--- src/include/iop_pkg.sv ---
package iop_pkg;
	// Register word indices; byte address is index times four
	localparam logic [3:0] IOP_IDX_PA_DATA = 4'h0;
	localparam logic [3:0] IOP_IDX_PA_DIR = 4'h1;
	localparam logic [3:0] IOP_IDX_PA_WAKE = 4'h2;
	localparam logic [3:0] IOP_IDX_PA_PULL = 4'h3;
	localparam logic [3:0] IOP_IDX_PB_DATA = 4'h4;
	localparam logic [3:0] IOP_IDX_PB_DIR = 4'h5;
	localparam logic [3:0] IOP_IDX_PB_PULL = 4'h6;
	localparam logic [3:0] IOP_IDX_SYSCTL0 = 4'h7;
	localparam logic [3:0] IOP_IDX_SLEEP = 4'h8;
	// Access alias in address bits 7:6
	localparam logic [1:0] IOP_OP_WRITE = 2'h0;
	localparam logic [1:0] IOP_OP_SET = 2'h1;
	localparam logic [1:0] IOP_OP_CLEAR = 2'h2;
	localparam int IOP_IDX_LSB = 2;
	localparam int IOP_OP_LSB = 6;
	// system_control_0 fields
	localparam int IOP_CTL_DIV_SRC = 6;
	localparam int IOP_CTL_PWM_TYPE = 5;
	localparam int IOP_CTL_PWM_PIN = 3;
	localparam int IOP_CTL_DIV_PIN = 2;
	localparam int IOP_CTL_XTAL_LP = 1;
	localparam int IOP_CTL_CLK_SEL = 0;
	localparam logic [7:0] IOP_CTL_MASK = 8'h6f;
	localparam logic [7:0] IOP_CTL_RESET = 8'h00;
	// Port resets: all pins inputs, data latches clear
	localparam logic [7:0] IOP_DIR_RESET = 8'hff;
	localparam logic [7:0] IOP_DATA_RESET = 8'h00;
	localparam logic [7:0] IOP_SEL_RESET = 8'h00;
	localparam int IOP_SLEEP_BIT = 0;
	localparam logic [1:0] IOP_HTRANS_NONSEQ = 2'h2;
	localparam logic [1:0] IOP_HTRANS_SEQ = 2'h3;
	localparam logic [2:0] IOP_HSIZE_WORD = 3'h2;

	typedef struct packed {
		logic wr;
		logic rd;
		logic [1:0] op;
		logic [3:0] idx;
	} iop_req_s;

	typedef enum logic [1:0] {
		IOP_RUN = 2'b00,
		IOP_ASLEEP = 2'b01,
		IOP_WAKING = 2'b11
	} iop_power_e;
endpackage

--- src/verilog/iop_pin_sync.sv ---
`timescale 1ns/1ns
module iop_pin_sync #(
	parameter int W = 8
) (
	// Clock and reset
	input wire logic hclk,
	input wire logic hresetn,
	// Levels
	input wire logic [W-1:0] async_in,
	output logic [W-1:0] sync_out
);
	logic [W-1:0] meta_r;

	genvar i;
	generate
		for (i = 0; i < W; i++) begin : g_bit
			always_ff @(posedge hclk or negedge hresetn) begin
				if (!hresetn) begin
					meta_r[i] <= 1'b0;
					sync_out[i] <= 1'b0;
				end else begin
					meta_r[i] <= async_in[i];
					sync_out[i] <= meta_r[i];
				end
			end
		end
	endgenerate
endmodule

--- src/verilog/iop_ahb_slave.sv ---
`timescale 1ns/1ns
module iop_ahb_slave
	import iop_pkg::*;
(
	// Clock and reset
	input wire logic hclk,
	input wire logic hresetn,
	// AHB-Lite slave
	input wire logic hsel,
	input wire logic [31:0] haddr,
	input wire logic [1:0] htrans,
	input wire logic hwrite,
	input wire logic [2:0] hsize,
	input wire logic hready,
	output logic hreadyout,
	output logic hresp,
	// Register side, valid during the data phase
	output iop_req_s req
);
	logic take;

	// Only whole-word transfers reach the registers
	assign take = hsel && hready && hsize == IOP_HSIZE_WORD &&
		(htrans == IOP_HTRANS_NONSEQ || htrans == IOP_HTRANS_SEQ);

	always_ff @(posedge hclk or negedge hresetn) begin
		if (!hresetn) begin
			req <= '0;
		end else begin
			req.wr <= take && hwrite;
			req.rd <= take && !hwrite;
			if (take) begin
				req.op <= haddr[IOP_OP_LSB +: 2];
				req.idx <= haddr[IOP_IDX_LSB +: 4];
			end
		end
	end

	// Zero wait states, always OKAY
	assign hreadyout = 1'b1;
	assign hresp = 1'b0;
endmodule

--- src/verilog/iop_top.sv ---
`timescale 1ns/1ns
module iop_top
	import iop_pkg::*;
#(
	parameter int PA_W = 8,
	parameter int PB_W = 2,
	parameter int DIV_PIN = 0,
	parameter int PWM_PIN = 1
) (
	// Clock and reset
	input wire logic hclk,
	input wire logic hresetn,
	// AHB-Lite slave
	input wire logic hsel,
	input wire logic [31:0] haddr,
	input wire logic [1:0] htrans,
	input wire logic hwrite,
	input wire logic [2:0] hsize,
	input wire logic hready,
	input wire logic [31:0] hwdata,
	output logic hreadyout,
	output logic hresp,
	output logic [31:0] hrdata,
	// Port A pins
	input wire logic [PA_W-1:0] pa_in,
	output logic [PA_W-1:0] pa_out,
	output logic [PA_W-1:0] pa_oe,
	output logic [PA_W-1:0] pa_pullup_en,
	// Port B pins
	input wire logic [PB_W-1:0] pb_in,
	output logic [PB_W-1:0] pb_out,
	output logic [PB_W-1:0] pb_oe,
	output logic [PB_W-1:0] pb_pullup_en,
	// Peripheral signals sharing port B pins
	input wire logic divider_out,
	input wire logic pwm_out,
	// Oscillator configuration option, static
	input wire logic option_rc_plus_crystal,
	// Clock and peripheral controls
	output logic divider_clock_source,
	output logic pwm_type_select,
	output logic crystal_low_power,
	output logic system_clock_select,
	output logic internal_rc_enable,
	// Power state
	output logic sleep_mode,
	output logic wake_pulse
);
	iop_req_s req;
	logic [7:0] wdata;
	logic [7:0] port_a_data_r;
	logic [7:0] port_a_direction_r;
	logic [7:0] port_a_wake_enable_r;
	logic [7:0] port_a_pullup_select_r;
	logic [7:0] port_b_data_r;
	logic [7:0] port_b_direction_r;
	logic [7:0] port_b_pullup_select_r;
	logic [7:0] system_control_0_r;
	logic [PA_W-1:0] pa_sync;
	logic [PA_W-1:0] pa_prev_r;
	logic [PB_W-1:0] pb_sync;
	logic [0:0] option_sync;
	logic [PA_W-1:0] pa_fall;
	logic wake_hit;
	logic sleep_wr;
	logic [7:0] sleep_val;
	logic [7:0] rdata;
	iop_power_e power_r;
	iop_power_e power_nxt;

	iop_ahb_slave u_slave (
		.hclk(hclk),
		.hresetn(hresetn),
		.hsel(hsel),
		.haddr(haddr),
		.htrans(htrans),
		.hwrite(hwrite),
		.hsize(hsize),
		.hready(hready),
		.hreadyout(hreadyout),
		.hresp(hresp),
		.req(req)
	);

	iop_pin_sync #(.W(PA_W)) u_sync_a (
		.hclk(hclk),
		.hresetn(hresetn),
		.async_in(pa_in),
		.sync_out(pa_sync)
	);

	iop_pin_sync #(.W(PB_W)) u_sync_b (
		.hclk(hclk),
		.hresetn(hresetn),
		.async_in(pb_in),
		.sync_out(pb_sync)
	);

	iop_pin_sync #(.W(1)) u_sync_opt (
		.hclk(hclk),
		.hresetn(hresetn),
		.async_in(option_rc_plus_crystal),
		.sync_out(option_sync)
	);

	assign wdata = hwdata[7:0];

	// Plain write, or set / clear of the bits written as one
	function automatic logic [7:0] iop_apply(
		input logic [1:0] op,
		input logic [7:0] cur,
		input logic [7:0] val
	);
		logic [7:0] res;
		res = cur;
		if (op == IOP_OP_WRITE) begin
			res = val;
		end else if (op == IOP_OP_SET) begin
			res = cur | val;
		end else if (op == IOP_OP_CLEAR) begin
			res = cur & ~val;
		end
		return res;
	endfunction

	function automatic logic hit(
		input iop_req_s r,
		input logic [3:0] idx
	);
		return r.wr && r.idx == idx;
	endfunction

	// Port A data latch
	always_ff @(posedge hclk or negedge hresetn) begin
		if (!hresetn) begin
			port_a_data_r <= IOP_DATA_RESET;
		end else if (hit(req, IOP_IDX_PA_DATA)) begin
			port_a_data_r <= iop_apply(req.op, port_a_data_r, wdata);
		end
	end

	// Port A direction
	always_ff @(posedge hclk or negedge hresetn) begin
		if (!hresetn) begin
			port_a_direction_r <= IOP_DIR_RESET;
		end else if (hit(req, IOP_IDX_PA_DIR)) begin
			port_a_direction_r <= iop_apply(req.op, port_a_direction_r, wdata);
		end
	end

	// Port A wake enables
	always_ff @(posedge hclk or negedge hresetn) begin
		if (!hresetn) begin
			port_a_wake_enable_r <= IOP_SEL_RESET;
		end else if (hit(req, IOP_IDX_PA_WAKE)) begin
			port_a_wake_enable_r <= iop_apply(req.op, port_a_wake_enable_r, wdata);
		end
	end

	// Port A pull-high selects
	always_ff @(posedge hclk or negedge hresetn) begin
		if (!hresetn) begin
			port_a_pullup_select_r <= IOP_SEL_RESET;
		end else if (hit(req, IOP_IDX_PA_PULL)) begin
			port_a_pullup_select_r <= iop_apply(req.op, port_a_pullup_select_r, wdata);
		end
	end

	// Port B data latch
	always_ff @(posedge hclk or negedge hresetn) begin
		if (!hresetn) begin
			port_b_data_r <= IOP_DATA_RESET;
		end else if (hit(req, IOP_IDX_PB_DATA)) begin
			port_b_data_r <= iop_apply(req.op, port_b_data_r, wdata);
		end
	end

	// Port B direction
	always_ff @(posedge hclk or negedge hresetn) begin
		if (!hresetn) begin
			port_b_direction_r <= IOP_DIR_RESET;
		end else if (hit(req, IOP_IDX_PB_DIR)) begin
			port_b_direction_r <= iop_apply(req.op, port_b_direction_r, wdata);
		end
	end

	// Port B pull-high selects
	always_ff @(posedge hclk or negedge hresetn) begin
		if (!hresetn) begin
			port_b_pullup_select_r <= IOP_SEL_RESET;
		end else if (hit(req, IOP_IDX_PB_PULL)) begin
			port_b_pullup_select_r <= iop_apply(req.op, port_b_pullup_select_r, wdata);
		end
	end

	// System control; unimplemented bits never store
	always_ff @(posedge hclk or negedge hresetn) begin
		if (!hresetn) begin
			system_control_0_r <= IOP_CTL_RESET;
		end else if (hit(req, IOP_IDX_SYSCTL0)) begin
			system_control_0_r <=
				iop_apply(req.op, system_control_0_r, wdata) & IOP_CTL_MASK;
		end
	end

	// Falling edges seen only after both sync stages
	always_ff @(posedge hclk or negedge hresetn) begin
		if (!hresetn) begin
			pa_prev_r <= '0;
		end else begin
			pa_prev_r <= pa_sync;
		end
	end

	assign pa_fall = pa_prev_r & ~pa_sync;
	assign wake_hit = |(pa_fall & port_a_wake_enable_r[PA_W-1:0]);
	// Only the sleep bit counts, so stray upper bits cannot put the core to sleep
	assign sleep_val = iop_apply(req.op, {7'h00, sleep_mode}, wdata);
	assign sleep_wr = hit(req, IOP_IDX_SLEEP) && sleep_val[IOP_SLEEP_BIT];

	// Power state; a wake edge counts only while asleep, so a sleep write in run mode always takes effect
	always_comb begin
		power_nxt = power_r;
		case (power_r)
			IOP_RUN: begin
				if (sleep_wr) begin
					power_nxt = IOP_ASLEEP;
				end
			end
			IOP_ASLEEP: begin
				if (wake_hit) begin
					power_nxt = IOP_WAKING;
				end
			end
			IOP_WAKING: begin
				power_nxt = IOP_RUN;
			end
			default: begin
				power_nxt = IOP_RUN;
			end
		endcase
	end

	always_ff @(posedge hclk or negedge hresetn) begin
		if (!hresetn) begin
			power_r <= IOP_RUN;
		end else begin
			power_r <= power_nxt;
		end
	end

	always_ff @(posedge hclk or negedge hresetn) begin
		if (!hresetn) begin
			sleep_mode <= 1'b0;
			wake_pulse <= 1'b0;
		end else begin
			sleep_mode <= power_nxt == IOP_ASLEEP;
			wake_pulse <= power_nxt == IOP_WAKING;
		end
	end

	// Port A pins
	always_comb begin
		pa_out = port_a_data_r[PA_W-1:0];
		pa_oe = ~port_a_direction_r[PA_W-1:0];
		pa_pullup_en = port_a_direction_r[PA_W-1:0] &
			port_a_pullup_select_r[PA_W-1:0];
	end

	// Port B pins; a peripheral takes its pin whatever the direction bit says
	always_comb begin
		pb_out = port_b_data_r[PB_W-1:0];
		pb_oe = ~port_b_direction_r[PB_W-1:0];
		pb_pullup_en = port_b_direction_r[PB_W-1:0] &
			port_b_pullup_select_r[PB_W-1:0];
		if (system_control_0_r[IOP_CTL_DIV_PIN]) begin
			pb_out[DIV_PIN] = divider_out;
			pb_oe[DIV_PIN] = 1'b1;
			pb_pullup_en[DIV_PIN] = 1'b0;
		end
		if (system_control_0_r[IOP_CTL_PWM_PIN]) begin
			pb_out[PWM_PIN] = pwm_out;
			pb_oe[PWM_PIN] = 1'b1;
			pb_pullup_en[PWM_PIN] = 1'b0;
		end
	end

	// Clock and peripheral controls
	assign divider_clock_source = system_control_0_r[IOP_CTL_DIV_SRC];
	assign pwm_type_select = system_control_0_r[IOP_CTL_PWM_TYPE];
	assign crystal_low_power = system_control_0_r[IOP_CTL_XTAL_LP];
	// Without the RC plus crystal option the bit is ignored
	assign system_clock_select =
		system_control_0_r[IOP_CTL_CLK_SEL] & option_sync[0];
	assign internal_rc_enable = ~system_clock_select;

	// Read mux; data registers return pin levels, not the latch
	always_comb begin
		rdata = 8'h00;
		// Set and clear aliases are write-only views
		if (req.op != IOP_OP_WRITE) begin
			rdata = 8'h00;
		end else if (req.idx == IOP_IDX_PA_DATA) begin
			rdata[PA_W-1:0] = pa_sync;
		end else if (req.idx == IOP_IDX_PA_DIR) begin
			rdata = port_a_direction_r;
		end else if (req.idx == IOP_IDX_PA_WAKE) begin
			rdata = port_a_wake_enable_r;
		end else if (req.idx == IOP_IDX_PA_PULL) begin
			rdata = port_a_pullup_select_r;
		end else if (req.idx == IOP_IDX_PB_DATA) begin
			rdata[PB_W-1:0] = pb_sync;
		end else if (req.idx == IOP_IDX_PB_DIR) begin
			rdata[PB_W-1:0] = port_b_direction_r[PB_W-1:0];
		end else if (req.idx == IOP_IDX_PB_PULL) begin
			rdata[PB_W-1:0] = port_b_pullup_select_r[PB_W-1:0];
		end else if (req.idx == IOP_IDX_SYSCTL0) begin
			rdata = system_control_0_r;
		end else if (req.idx == IOP_IDX_SLEEP) begin
			rdata[IOP_SLEEP_BIT] = sleep_mode;
		end
	end

	assign hrdata = req.rd ? {24'h000000, rdata} : 32'h00000000;
endmodule

--- config.mk ---
export PLATFORM = sky130hd
export DESIGN_NAME = iop_top
export DESIGN_NICKNAME = d
export VERILOG_FILES = /design/src/include/iop_pkg.sv /design/src/verilog/iop_pin_sync.sv /design/src/verilog/iop_ahb_slave.sv /design/src/verilog/iop_top.sv
export SDC_FILE = /design/constraint.sdc
export NUM_CORES = 1
export LEC_CHECK = 0
export BUFFER_PORTS_ARGS = -buffer_cell sky130_fd_sc_hd__buf_2
export CORE_MARGIN = 3
export CORE_UTILIZATION = 53
export DETAILED_ROUTE_END_ITERATION = 7
export PLACE_DENSITY = 0.89
export SLEW_MARGIN = 0
export SYNTH_ARGS = -nofsm -noshare
export SYNTH_HDL_FRONTEND = slang
export SYNTH_HIERARCHICAL = 1
export SYNTH_SLANG_ARGS = --single-unit
--- constraint.sdc ---
create_clock -name hclk -period 4.35 [get_ports hclk]
set_input_delay 0.6525 -clock hclk [delete_from_list [all_inputs] [get_ports hclk]]
set_output_delay 0.6525 -clock hclk [all_outputs]
set_load 0.05 [all_outputs]
## Yosys cells after proc, flatten, opt, wreduce, memory -nomap -nowiden

Index checks and enable logic that the tools add are counted.

- Flip-flop bits (word level): 104
- Word-level logic and storage cells: 164

- Bitwise gates (word level): 28
- Mux-type cells: 51
- Equal/unequal tests: 16
- Reductions and logical operators: 31

Operator list:

| kind | number |
|---|---|
| 8-bit 2-to-1 mux | 27 |
| 8-bit AND | 10 |
| 8-bit OR | 7 |
| 8-bit NOT | 3 |
| 7-bit 2-to-1 mux | 3 |
| 4-bit by 3-bit == test with 1-bit output, second input constant | 4 |
| 2-bit AND reduction | 8 |
| 1-bit logical AND | 15 |
| 6-bit 2-to-1 mux | 2 |
| 1-bit 2-to-1 mux | 11 |
| 2-bit 2-to-1 mux | 5 |
| 5-bit 2-to-1 mux | 2 |
| 2-bit == test, second input constant | 4 |
| 4-bit by 2-bit == test with 1-bit output, second input constant | 2 |
| 8-bit OR reduction | 1 |
| 7-bit AND | 1 |
| 7-bit OR | 1 |
| 2-bit by 1-bit == test with 1-bit output, second input constant | 3 |
| 4-bit by 1-bit == test with 1-bit output, second input constant | 1 |
| 4-bit == test, second input constant | 1 |
| 2-bit zero test | 2 |
| 4-bit zero test | 1 |
| 2-bit one-hot mux with 2 select lines | 1 |
| 3-bit by 2-bit == test with 1-bit output, second input constant | 1 |
| other kinds (9) | 10 |

## Depth between registers and ports, before layout

- Depth after elaboration: 12
- Gate-level depth with buffers: 7
- Depth with buffers taken out: 5

## Modules after synthesis

Netlist, hierarchy kept.

Modules (own cells, without submodules):

| module | area each (sq um) | cells each | times used | sequential area each (sq um) |
|---|---|---|---|---|
| iop_top | 3244.4 | 369 | 1 | 1413.9 |
| iop_pin_sync (u_sync_a) | 400.4 | 16 | 1 | 400.4 |
| iop_ahb_slave | 352.8 | 23 | 1 | 200.2 |
| iop_pin_sync (u_sync_b) | 100.1 | 4 | 1 | 100.1 |
| iop_pin_sync (u_sync_opt) | 50.0 | 2 | 1 | 50.0 |

## Worst setup path after synthesis

Ideal clock, no wire load.

- Path kind: register to output
- From: register u_slave/req[0] (netlist name)
- To: output port hrdata[0]
- Stages on the path, launching flop included: 7
- Arrival time: 2.704 ns
- Setup slack: 0.993 ns
- Path buffers: 1
- Data required time: 3.697 ns
- Path through: dfrtp_1 -> buf_2 -> nor4b_1 -> nand2_1 -> o21ai_0 -> a221oi_1 -> nor4_1

- Longest elaborated chain between the ends: 12

RTL lines:

| element | line | source |
|---|---|---|
| 4-bit == test | iop_top.sv:319 | `end else if (req.idx == IOP_IDX_SLEEP) begin` |
| 1-bit 2-to-1 mux | iop_top.sv:319 |  |
| 1-bit 2-to-1 mux | iop_top.sv:317 | `end else if (req.idx == IOP_IDX_SYSCTL0) begin` |
| 2-bit 2-to-1 mux | iop_top.sv:315 | `end else if (req.idx == IOP_IDX_PB_PULL) begin` |
| 2-bit 2-to-1 mux | iop_top.sv:313 | `end else if (req.idx == IOP_IDX_PB_DIR) begin` |
| 2-bit 2-to-1 mux | iop_top.sv:311 | `end else if (req.idx == IOP_IDX_PB_DATA) begin` |
| 8-bit 2-to-1 mux | iop_top.sv:309 | `end else if (req.idx == IOP_IDX_PA_PULL) begin` |
| 8-bit 2-to-1 mux | iop_top.sv:307 | `end else if (req.idx == IOP_IDX_PA_WAKE) begin` |
| 8-bit 2-to-1 mux | iop_top.sv:305 | `end else if (req.idx == IOP_IDX_PA_DIR) begin` |
| 8-bit 2-to-1 mux (*) | iop_top.sv:303 | `end else if (req.idx == IOP_IDX_PA_DATA) begin` |
| 8-bit 2-to-1 mux (*) | iop_top.sv:301 | `if (req.op != IOP_OP_WRITE) begin` |
| 8-bit 2-to-1 mux (*) | iop_top.sv:324 | `assign hrdata = req.rd ? {24'h000000, rdata} : 32'h00000000;` |
| end, declared | iop_top.sv:23 | `output logic [31:0] hrdata,` |

Every way passes the cells marked *; elsewhere a longest branch is shown, timed or not.

## Final worst setup path

- From: register u_slave/req[0] (netlist name)
- To: output port hrdata[6]

- Longest elaborated chain between the ends: 11

RTL lines:

| element | line |
|---|---|
| 4-bit by 3-bit == test with 1-bit output | iop_top.sv:317 |
| 6-bit 2-to-1 mux | iop_top.sv:317 |
| 5-bit 2-to-1 mux | iop_top.sv:315 |
| 5-bit 2-to-1 mux | iop_top.sv:313 |
| 6-bit 2-to-1 mux | iop_top.sv:311 |
| 8-bit 2-to-1 mux | iop_top.sv:309 |
| 8-bit 2-to-1 mux | iop_top.sv:307 |
| 8-bit 2-to-1 mux | iop_top.sv:305 |
| 8-bit 2-to-1 mux (*) | iop_top.sv:303 |
| 8-bit 2-to-1 mux (*) | iop_top.sv:301 |
| 8-bit 2-to-1 mux (*) | iop_top.sv:324 |

Marked as above.

==> flow_summary.ini <==
[synthesis]
netlist_area_sq_mm = 0.00415
synth_seq_cells = 86
synth-xor-area-share = 0
yosys.area_share.adder = 0
avgSynthCellArea_sq_um = 10.0
synth_top_family_by_area = compound AO/OA/AOI/OAI gates
yosys_warnings = 6
synth_cells = 414
yosysUniqueCellTypes = 49
synth_compound_area_frac = 0.191
seq_area_frac_synth = 0.522
synth_edf_count = 0
synth_mux_area_frac = 0.0477
yosys.area_share.simple = 0.139
async_reset_ff_frac = 1.00
synthFlopType = dfrtp_1

[place]
place_congestion = 0.930
io_buffers = 80
hpwl_um = 6870
place_area_sq_mm = 0.00442
dpl.cell_count = 565

[critical_path]
crit_fanout = 24
crit_required_ns = 3.70
cp_slowest_stage_delay_ns = 0.99
startpoint_type = flip-flop
critical-path-slowest-cell = dfrtp_1
worst_setup_path_end_kind = primary output
critPathKind = flip-flop to primary output
crit_chain = inv_1, nor2_1, a22o_1, a21oi_1, o41ai_1, buf_2
critPathArrivalTime_ns = 2.87

[sta]
layout_min_cycle_time_ns = 3.52
slew_viol_final = 0
relSlewSlack = 0.313
setup_viol = 0
rsz0062_at_grt = false
finalCritPeriodShare = 0.809
tns_ns = 0
fmax_ghz = 0.284
skew_ns = 0.00848
worst_pin_slew_ns = 1.02
timing.final.hold_violations = 0
hold-worst-slack_ns = 0.354

[drt]
drt_iter0_markers = 332
viasPerCell = 5.72
wl_met2_um = 4740
dr_total_vias = 3322
wl_met3_um = 839
route.detailed.drc = 0
first_pass_iters = 5
drt-met1-wl_um = 4200
routed.top_layer = met4
post_drt_wl_per_cell_um = 17.4
wirelength_um = 10100
postRouteAntennaNets = 0

[grt]
grt_max_degree = 87
grt_util_all_layers = 0.238
antenna_found_initial = 0
grt_pass1_vias = 3115
grt_overflow = 0
grt_pass1_wl_um = 16000

[clock_tree]
cts_buffers = 9
htreeDepth = 3
hold_buffers = 0
clk_latency_ns = 0.36
ctsResizeCount = 0
post-cts-setup-buffer-count = 0
root_buffer = clkbuf_8
clockBufferDepth = 2
clk_transition_reported_paths_ns = 0.09
cts.sinks = 86
tritoncts = yes

[layout]
final_cells = 581
nFillCells = 623
layout_common_cells = 92 x a21oi_1, 79 x buf_2, 76 x dfrtp_1, 29 x nand2_1, 28 x nor2_1
final_util = 0.627
layout_commonest_cell = a21oi_1
diodes = 0
layout-drive-gt1-share = 0.266
nNetsFinal = 564
syn_to_final_growth_pct = 11.9
final_cell_area_sq_mm = 0.00464

[status]
status = finished clean

[die]
die_area_sq_mm = 0.00892
dieWidth_um = 94.5
initial_utilization = 0.560
die_y_um = 94.5
core_area_sq_mm = 0.00741
ios = 158
rows = 31

[power]
max-vdd-ir-drop_v = 0.000224
power_density_mw_per_mm2 = 394
p_leak_nw = 2.11

[worst_hold_path]
hold_class = flip-flop to flip-flop

[job]
cap_violations = 0
## routing by layer
layer,vias to the layer above,track usage
met1,1596,0.320
li1,1528,-
met5,-,0
met2,170,0.362
met4,0,0.124
met3,28,0.0534
## critical path, delay by kind of cell, from the launching register on
family,cells,cell delay (ns)
flip-flops,1,0.99
AO/OA/AOI/OAI,3,0.68
buffers and inverters,2,0.51
AND/OR/NAND/NOR,1,0.31
## synthesized netlist by cell type, drive strengths merged (2+ instances only)
library cell / instances / area [sq um]
mux2: 8 / 113
a22o: 4 / 35.0
nand3: 2 / 10.0
o41ai: 4 / 35.0
nor2: 29 / 125
mux4: 2 / 45.0
conb: 3 / 11.3
dfrtp: 76 / 1900
inv: 18 / 67.6
a21oi: 92 / 460
nand2b: 9 / 56.3
nor4: 4 / 70.1
nand3b: 2 / 15.0
o21ai: 18 / 90.1
buf: 40 / 297
and2: 6 / 37.5
a211oi: 9 / 67.6
nor3: 4 / 25.0
or4: 2 / 18.8
nor4b: 3 / 26.3
or2: 3 / 21.3
o22ai: 5 / 31.3
a311oi: 2 / 17.5
dfstp: 10 / 263
nand2: 30 / 115
nor2b: 3 / 18.8
clkbuf: 11 / 41.3
mux2i: 4 / 40.0
## worst paths after layout
path | from | endpoint | slack (ns) | cells after the start
hold / removal | u_sync_b/meta_r[1] | u_sync_b/sync_out[1] | 0.35 | 0
min in group asynchronous | hresetn | u_sync_b/meta_r[0] | 0.47 | 1
max in group asynchronous | hresetn | async pin | 3.21 | 1
hold reg to reg | u_sync_b/meta_r[1] | u_sync_b/sync_out[1] | 0.35 | 0
setup / recovery | u_slave/req[0] | hrdata[6] | 0.83 | 6
setup reg to reg | u_slave/req[0] | flip-flop | 1.71 | 5
## kinds of logic (layout without fill, tap and decap cells)
group / count (synthesis) / count (layout)
AO/OA/AOI/OAI: 141 / 141
buffers and inverters: 69 / 114
flip-flops: 86 / 86
multiplexers: 14 / 14
other: 3 / 26
AND/OR/NAND/NOR: 101 / 101
## cell type report
cell class | count | area (sq um) | area share
inverters | 18 | 67.6 | 0.0146
flip-flops and latches | 86 | 2160 | 0.466
multi-input cells | 282 | 1660 | 0.358
repair buffers | 80 | 403 | 0.0868
clock inverters | 7 | 96.3 | 0.0207
well taps | 99 | 124 | 0.0267
clock buffers | 9 | 124 | 0.0267
## power breakdown
group | internal, mW | switching (mW)
sequential | 0.831 | 0.0837
clock | 0.325 | 0.295
combinational | 0.0940 | 0.198
total | 1.25 | 0.577
## metrics by stage
stage,worst slack [ns],power [mW]
2_1_floorplan,0.993,1.15
4_1_cts,0.887,1.83
3_5_place_dp,1.31,1.21
3_3_place_gp,1.32,1.20
5_1_grt,0.622,1.90
6_report,0.832,1.83
No activity file was read; power rests on OpenSTA's default activity.
